### src/inc/cps_pkg.sv
// shared constants and types for the card performance and task status block
package cps_pkg;
   localparam int TASK_W = 32;
   localparam int MAX_DEPTH = 32;
   localparam int CQ_CODE_W = 5;
   localparam int STAT_W = 32;
   localparam int TASK_SEL_BIT = 15;
   // enhancement byte positions, relative to status block bit 328
   localparam int ENH_LSB = 328;
   localparam int ENH_CQ_LSB = 3;
   localparam int ENH_CACHE_BIT = 2;
   localparam int ENH_HOST_MAINT_BIT = 1;
   localparam int ENH_CARD_MAINT_BIT = 0;
   localparam logic [4:0] CQ_NONE = 5'h00;
   localparam logic [4:0] CQ_MAX_CODE = 5'h1F;
   localparam logic [7:0] ENH_RST = 8'h00;
   localparam logic [31:0] WORD_ZERO = 32'h0000_0000;
   localparam logic [3:0] ALLOC_UNIT_SIZE_FIELD_DEF = 4'h9;

   typedef enum logic [1:0] {
      CPS_OP_ERASE = 2'b00,
      CPS_OP_DISCARD = 2'b01,
      CPS_OP_FULL_ERASE = 2'b10
   } cps_op_t;

   typedef enum logic [0:0] {
      CPS_IDLE = 1'b0,
      CPS_ANSWER = 1'b1
   } cps_state_t;

   typedef struct packed {
      logic [7:0] speed_class;
      logic [7:0] move_perf;
      logic [3:0] alloc_unit_size_field;
      logic [3:0] fast_bus_grade_field;
      logic [3:0] fast_bus_alloc_size_field;
      logic [7:0] video_class;
      logic [9:0] video_alloc_size_field;
      logic [21:0] suspension_location_field;
      logic [3:0] application_class_code;
   } cps_perf_t;

   typedef struct packed {
      logic [15:0] size;
      logic [5:0] timeout;
      logic [1:0] offset;
   } cps_erase_t;

   typedef struct packed {
      logic full_erase_capability_flag;
      logic discard_flag;
   } cps_erase_caps_t;
endpackage

### src/rtl/cps_card_status.sv
// card side status: enhancement byte, area gating of status fields, queued-task ready word
`timescale 1ns/1ps

// How it works
// an eight-bit enhancement capability byte is reported in the status block
// status bits 335..331 carry the command-queue capability code
// bits 330, 329, 328 flag cache, host maintenance, card maintenance; one means supported
// queue code zero means no queue; code n means depth n+1, up to 1Fh
// performance and enhancement identifiers are reported as zero in boot or locked user area
// erase refused and erase fields zeroed in boot or locked user area
// discard and full erase refused in boot or locked user area
// performance figures come in as measured with security disabled
// status command with argument bit 15 set answers with the task word
// task word bit n is one while queued task n is ready
// task word bits beyond the queue depth always read zero
// host sizes recording units in 16 KB multiples inside one allocation unit
// host derives recording units per allocation unit by division
// allocation unit size field is one fixed value per card
// class one hosts treat any nonzero application class code as class one
// a ready bit clears when its task is executed or discarded
module cps_card_status
   import cps_pkg::*;
#(
   parameter int QUEUE_DEPTH = MAX_DEPTH,
   parameter logic [3:0] ALLOC_UNIT_SIZE_FIELD_CODE = ALLOC_UNIT_SIZE_FIELD_DEF
) (
   // clock and reset
   input wire logic i_clk,
   input wire logic i_sys_rst,
   // capability settings
   input wire logic i_cache_sup,
   input wire logic i_host_maint_sup,
   input wire logic i_card_maint_sup,
   input wire cps_erase_caps_t i_erase_caps,
   // access context
   input wire logic i_area_boot,
   input wire logic i_area_user_locked,
   // raw status fields
   input wire cps_perf_t i_perf,
   input wire cps_erase_t i_erase,
   // status command
   input wire logic i_stat_cmd_vld,
   input wire logic [STAT_W-1:0] i_stat_arg,
   input wire logic [STAT_W-1:0] i_card_status,
   // queued task events
   input wire logic [TASK_W-1:0] i_task_ready_set,
   input wire logic [TASK_W-1:0] i_task_done_clr,
   // erase class operations
   input wire logic i_op_req,
   input wire cps_op_t i_op_kind,
   // reported fields
   output logic [7:0] o_enhancement_capability_byte,
   output cps_perf_t o_perf,
   output cps_erase_t o_erase,
   output cps_erase_caps_t o_erase_caps,
   output logic [TASK_W-1:0] o_queued_task_ready_word,
   // short response
   output logic o_resp_vld,
   output logic [STAT_W-1:0] o_resp_word,
   // operation outcome
   output logic o_op_grant,
   output logic o_op_refuse
);

   // ----------------------------------------
   // constants derived from the queue depth
   // ----------------------------------------
   localparam logic [CQ_CODE_W-1:0] CQ_CODE = (QUEUE_DEPTH > 1) ?
      CQ_CODE_W'(QUEUE_DEPTH - 1) : CQ_NONE;
   localparam int USED_TASKS = (QUEUE_DEPTH > 1) ? QUEUE_DEPTH : 0;

   typedef struct packed {
      cps_state_t state;
      logic [7:0] enh;
      cps_perf_t perf;
      cps_erase_t erase;
      cps_erase_caps_t caps;
      logic [TASK_W-1:0] ready;
      logic [STAT_W-1:0] resp_word;
      logic grant;
      logic refuse;
   } cps_regs_t;

   cps_regs_t state_ff;
   cps_regs_t nxt_state;
   logic locked;
   logic [TASK_W-1:0] task_mask;

   // ----------------------------------------
   // valid task slots
   // ----------------------------------------
   genvar gi;
   generate
      for (gi = 0; gi < TASK_W; gi++) begin : g_mask
         assign task_mask[gi] = (gi < USED_TASKS);
      end
   endgenerate

   assign locked = i_area_boot | i_area_user_locked;

   // ----------------------------------------
   // next state
   // ----------------------------------------
   always_comb begin
      nxt_state = state_ff;
      nxt_state.grant = 1'b0;
      nxt_state.refuse = 1'b0;

      // capability byte; the whole byte is withheld in a locked area
      nxt_state.enh = ENH_RST;
      if (!locked) begin
         nxt_state.enh[ENH_CQ_LSB +: CQ_CODE_W] = CQ_CODE;
         nxt_state.enh[ENH_CACHE_BIT] = i_cache_sup;
         nxt_state.enh[ENH_HOST_MAINT_BIT] = i_host_maint_sup;
         nxt_state.enh[ENH_CARD_MAINT_BIT] = i_card_maint_sup;
      end

      // performance figures other than the allocation unit size field are passed as given outside a locked area;
      // with security present they may be the figures measured with security disabled
      nxt_state.perf = i_perf;
      nxt_state.perf.alloc_unit_size_field = ALLOC_UNIT_SIZE_FIELD_CODE;
      if (locked) begin
         nxt_state.perf = '0;
      end

      nxt_state.erase = locked ? '0 : i_erase;
      nxt_state.caps = locked ? '0 : i_erase_caps;

      // set wins over clear so an event arriving with the clear is kept
      nxt_state.ready = ((state_ff.ready & ~i_task_done_clr) | i_task_ready_set) & task_mask;

      if (i_op_req) begin
         if (locked) begin
            nxt_state.refuse = 1'b1;
         end else begin
            case (i_op_kind)
               CPS_OP_ERASE: begin
                  nxt_state.grant = 1'b1;
               end
               CPS_OP_DISCARD: begin
                  nxt_state.grant = i_erase_caps.discard_flag;
                  nxt_state.refuse = ~i_erase_caps.discard_flag;
               end
               CPS_OP_FULL_ERASE: begin
                  nxt_state.grant = i_erase_caps.full_erase_capability_flag;
                  nxt_state.refuse = ~i_erase_caps.full_erase_capability_flag;
               end
               default: begin
                  nxt_state.refuse = 1'b1;
               end
            endcase
         end
      end

      case (state_ff.state)
         CPS_IDLE: begin
            if (i_stat_cmd_vld) begin
               nxt_state.state = CPS_ANSWER;
               // the word answers with the ready state as of the command's cycle
               nxt_state.resp_word = i_stat_arg[TASK_SEL_BIT] ? (state_ff.ready & task_mask) : i_card_status;
            end
         end
         CPS_ANSWER: begin
            nxt_state.state = CPS_IDLE;
         end
         default: begin
            nxt_state.state = CPS_IDLE;
         end
      endcase
   end

   // ----------------------------------------
   // registers
   // ----------------------------------------
   always_ff @(posedge i_clk) begin
      if (i_sys_rst) begin
         state_ff <= '{state: CPS_IDLE, enh: ENH_RST, perf: '0, erase: '0, caps: '0,
                       ready: WORD_ZERO, resp_word: WORD_ZERO, grant: 1'b0, refuse: 1'b0};
      end else begin
         state_ff <= nxt_state;
      end
   end

   // ----------------------------------------
   // outputs
   // ----------------------------------------
   assign o_enhancement_capability_byte = state_ff.enh;
   assign o_perf = state_ff.perf;
   assign o_erase = state_ff.erase;
   assign o_erase_caps = state_ff.caps;
   assign o_queued_task_ready_word = state_ff.ready;
   assign o_resp_vld = (state_ff.state == CPS_ANSWER);
   assign o_resp_word = state_ff.resp_word;
   assign o_op_grant = state_ff.grant;
   assign o_op_refuse = state_ff.refuse;

endmodule

### config.mk
export PLATFORM = sky130hd
export DESIGN_NAME = cps_card_status
export DESIGN_NICKNAME = d
export VERILOG_FILES = /design/src/inc/cps_pkg.sv /design/src/rtl/cps_card_status.sv
export SDC_FILE = /design/constraint.sdc
export NUM_CORES = 1
export LEC_CHECK = 0
export BUFFER_PORTS_ARGS = -buffer_cell sky130_fd_sc_hd__buf_2
export CORE_AREA = 2 2 160 162
export DETAILED_ROUTE_END_ITERATION = 16
export DIE_AREA = 0 0 162 164
export GPL_TIMING_DRIVEN = 0
export PLACE_DENSITY = 0.45
export SYNTH_ARGS = -nofsm -noshare
export SYNTH_HDL_FRONTEND = slang
export SYNTH_SLANG_ARGS = --single-unit
### constraint.sdc
create_clock -name i_clk -period 1.2 [get_ports i_clk]
set_input_delay 0.06 -clock i_clk [delete_from_list [all_inputs] [get_ports i_clk]]
set_output_delay 0.06 -clock i_clk [all_outputs]
set_load 0.02 [all_outputs]
==> key figures <==
Run status
  • Status: finished clean

Clock tree
  • Buffer type at the clock tree root: clkbuf_16
  • TritonCTS clock tree: built
  • Source-to-sink clock delay at the later pin of the worst-skew pair: ~0.42 ns
  • TritonCTS sink count: about 170
  • Maximum buffer depth of the clock tree: 2
  • Clock edge transition at the registers on the reported setup and hold paths: approximately 0.08 ns
  • CTS buffer count: 17
  • H-tree Lvls: 4

Critical path
  • Crit Path Max Fanout: 3
  • Slowest stage delay, CP: between 0.5 and 0.6 ns
  • Register-to-Register Setup Slack: 0.02 ns
  • Worst path slowest cell: dlygate4sd3_1
  • Critical Path Start Type: flip-flop
  • Required time worst endpoint: about 1.5 ns
  • Type of element capturing the critical path: flip-flop
  • Crit-path cells: a21oi_2 -> dlygate4sd3_1 -> nor2_1
  • Endpoint arrival time on the critical path: between 1 and 1.5 ns
  • Category of the most critical setup path: flip-flop to flip-flop

Placed design
  • Post-place instance area: about 7600 um^2
  • Buffers on Ports: about 370
  • Placer's final routability congestion estimate: 0.735
  • Detailed-placement wirelength estimate: approximately 13000 um

Final layout
  • Share of cells above drive strength 1: 0.419
  • Final instance area: between 10000 and 15000 um^2
  • Relative area change from synthesis to final layout: 90.9%
  • N_diodes: 0
  • Layout Utilization: 0.406
  • Fin nets: ~1.3k
  • Fill cell total of the finished layout: between 2k and 2.5k

Die
  • Top-Level Pins: a little over 400
  • Die area: around 27000 um^2
  • Area inside the core boundary: approximately 25000 um^2
  • Width of the chip: 162 um
  • Starting utilization of the core area: 0.213
  • Die Y: between 150 and 200 um
  • Site Rows: slightly below 60

Power
  • Worst voltage drop across the vdd grid: about 0.00066 V
  • Switching part of the total power: 0.269
  • Logic gate share of total power: 0.151
  • Cell-internal power: roughly 9.8 mW
  • Total power density per cell area: 1320 nW/um^2
  • Switching power of the nets: roughly 3.6 mW
  • Leakage: 5.13 nW
  • Power share of the clock group: 0.411
  • Share of total power in sequential cells: 0.438

Synthesis
  • Post-synthesis sequential element count: approximately 170
  • Avg Cell Area, Syn: around 11 um^2
  • Top cell type's share of synthesized area: 0.626
  • Yosys top cell by area: dfxtp_1
  • Number of instances in the synthesized netlist: ~500
  • Main area contributors after synthesis: dfxtp_1 (63%), and2_1 (11%), mux2i_1 (6.1%)
  • Yosys cell types: 17
  • Post-synthesis sequential area ratio: 0.626
  • Netlist area before placement: about 5300 um^2
  • Yosys synthesis warning count: 0

Timing
  • Final Hold Fails: 0
  • Crit path time final: between 1 and 1.5 ns
  • Transition time at the pin with the least slew margin: approximately 0.50 ns
  • Setup skew after layout: around 0.010 ns
  • Final Max Tran Viols: 0
  • Ratio of final minimum period to clock period: 0.981
  • Final setup viols: 0
  • Maximum clock frequency: 0.850 GHz
  • Unrepaired setup endpoints after global routing: true
  • Rel. slew slack: 0.665

Global route
  • Aggregate global routing overflow: 0
  • GR met2 Demand/Resource: 0.245
  • Maximum number of pins on one net before global-route repair: 18
  • Gr usage total: 0.135
  • GR met1 Demand/Resource: 0.144
  • First-pass GRT wire length: between 20000 and 30000 um
  • Met3 usage in global routing: 0.0439
  • Via count of the first global-routing pass: 5719
  • Top Usage Layer GRT: met2
  • Number of antenna violations at the first check in global routing: 0

Route
  • Detailed-route vias per instance: ~3.8
  • Antenna-violating nets left: 0
  • Post-detailed-route wirelength per cell: approximately 13 um
  • Drt first pass iters: 6
  • Vias after detailed routing: roughly 5.5k
  • Overall routed net length: between 15000 and 20000 um
  • DRC violation total after the first TritonRoute iteration: about 130
  • DRC Markers: 0

Flow run
  • Max-cap viol count: 0

Hold path
  • Min-Delay Path Class: input pin to flip-flop
==> what timing repair did <==
action,CTS,global route
setup buffers,0,2
resized for setup,5,27
endpoints found under the setup margin,30,43
cloned,0,1
hold endpoints to repair,149,12
hold buffers,183,12
==> cell families (layout without fill, tap and decap cells) <==
logic type | after synthesis | in the layout | synth area share
compound gates | 66 | 66 | 0.0780
simple gates | 168 | 168 | 0.171
mux | 32 | 32 | 0.0607
buf+inv | 69 | 659 | 0.0642
flops | 165 | 165 | 0.626
other cells | 1 | 2 | 0.000710
==> metrics by stage <==
stage	std cells	hold WS, ns	setup slack (ns)	TNS, ns	power [mW]
after floorplan	502	0.137	0.0295	0	6.74
after global placement	1203	0.259	-0.127	-4.64	7.45
after detailed placement	1203	0.261	-0.113	-4.84	7.46
after CTS	1418	0.000962	0.0108	0	13.5
after global routing	1422	0.0122	-0.0117	-0.0215	14.0
final	1422	0.00270	0.0234	0	13.3
==> worst max-delay path, delay by kind of cell (launching register included) <==
family	cells	cell delay, ns
buffers and inverters	1	0.57
DFF	1	0.34
and+or+nand+nor	1	0.04
AOI/OAI and AO/OA	1	0.12
==> worst paths after layout <==
check	cells past startpoint	from	endpoint
max	3	o_queued_task_ready_word[2]	o_queued_task_ready_word[2]
min	3	i_card_status[4]	o_resp_word[4]
max reg2reg	3	o_queued_task_ready_word[2]	o_queued_task_ready_word[2]
min reg2reg	2	o_resp_word[31]	o_resp_word[31]
==> per-layer routing <==
metal,vias up,wire (um)
met1,2476,7340
met3,29,1330
met4,0,478
li1,2758,-
met2,211,9740
met5,-,0
==> power groups by stage <==
stage | Sequential (mW) | Combinational (mW) | Clock [mW]
floorplan | 6.27 | 0.463 | 0
global route | 5.88 | 2.18 | 5.91
global placement | 5.96 | 1.49 | 0
finish | 5.85 | 2.01 | 5.49
detailed placement | 5.97 | 1.49 | 0
CTS | 5.84 | 1.99 | 5.71
==> layout make-up <==
type	instances	area, um^2	share of cell area
tap	330	413	0.0410
buffer	36	228	0.0226
timing repair buffer	558	3720	0.369
clock buffer	17	425	0.0422
multi-input combinational	268	1690	0.168
inverter	33	124	0.0123
sequential	165	3320	0.329
clock inverter	15	160	0.0159
==> placed cells by master, fill, tap and decap left out <==
master and count:
buf_2 383, dlygate4sd3_1 184, dfxtp_1 155, and2_1 97, nor2_1 65, inv_1 33, mux2i_1 32, a211oi_1 30
a21oi_1 23, clkbuf_16 17, buf_4 15, a21oi_2 10, dfxtp_2 9, clkbuf_1 8, inv_6 5, buf_6 4
inv_8 4, a211oi_2 2, nor2b_1 2, conb_1 2, clkinv_2 2, clkinvlp_4 2, nor3_4 1, nor2b_2 1
nand2b_1 1, o22ai_1 1, nor4b_1 1, bufinv_16 1, clkinv_8 1, dfxtp_4 1
==> state kept, by name, indices dropped and copies added (netlist names) <==
signal	flops
o_resp_word	32
o_op_grant	1
o_resp_vld	1
o_erase_caps	2
o_queued_task_ready_word	32
o_op_refuse	1
o_perf	68
o_erase	24
o_enhancement_capability_byte	4
==> Yosys cell counts <==
cell      instances
dfxtp_1         165
nand2b_1          1
nor2_1           65
mux2i_1          32
buf_4            14
a211oi_1         32
buf_6             2
conb_1            1
nor3_4            1
and2_1           97
buf_2            10
nor2b_1           3
inv_1            33
o22ai_1           1
nor4b_1           1
a21oi_1          33
clkbuf_1         10
Note: power is estimated with default switching activity, not from simulation.
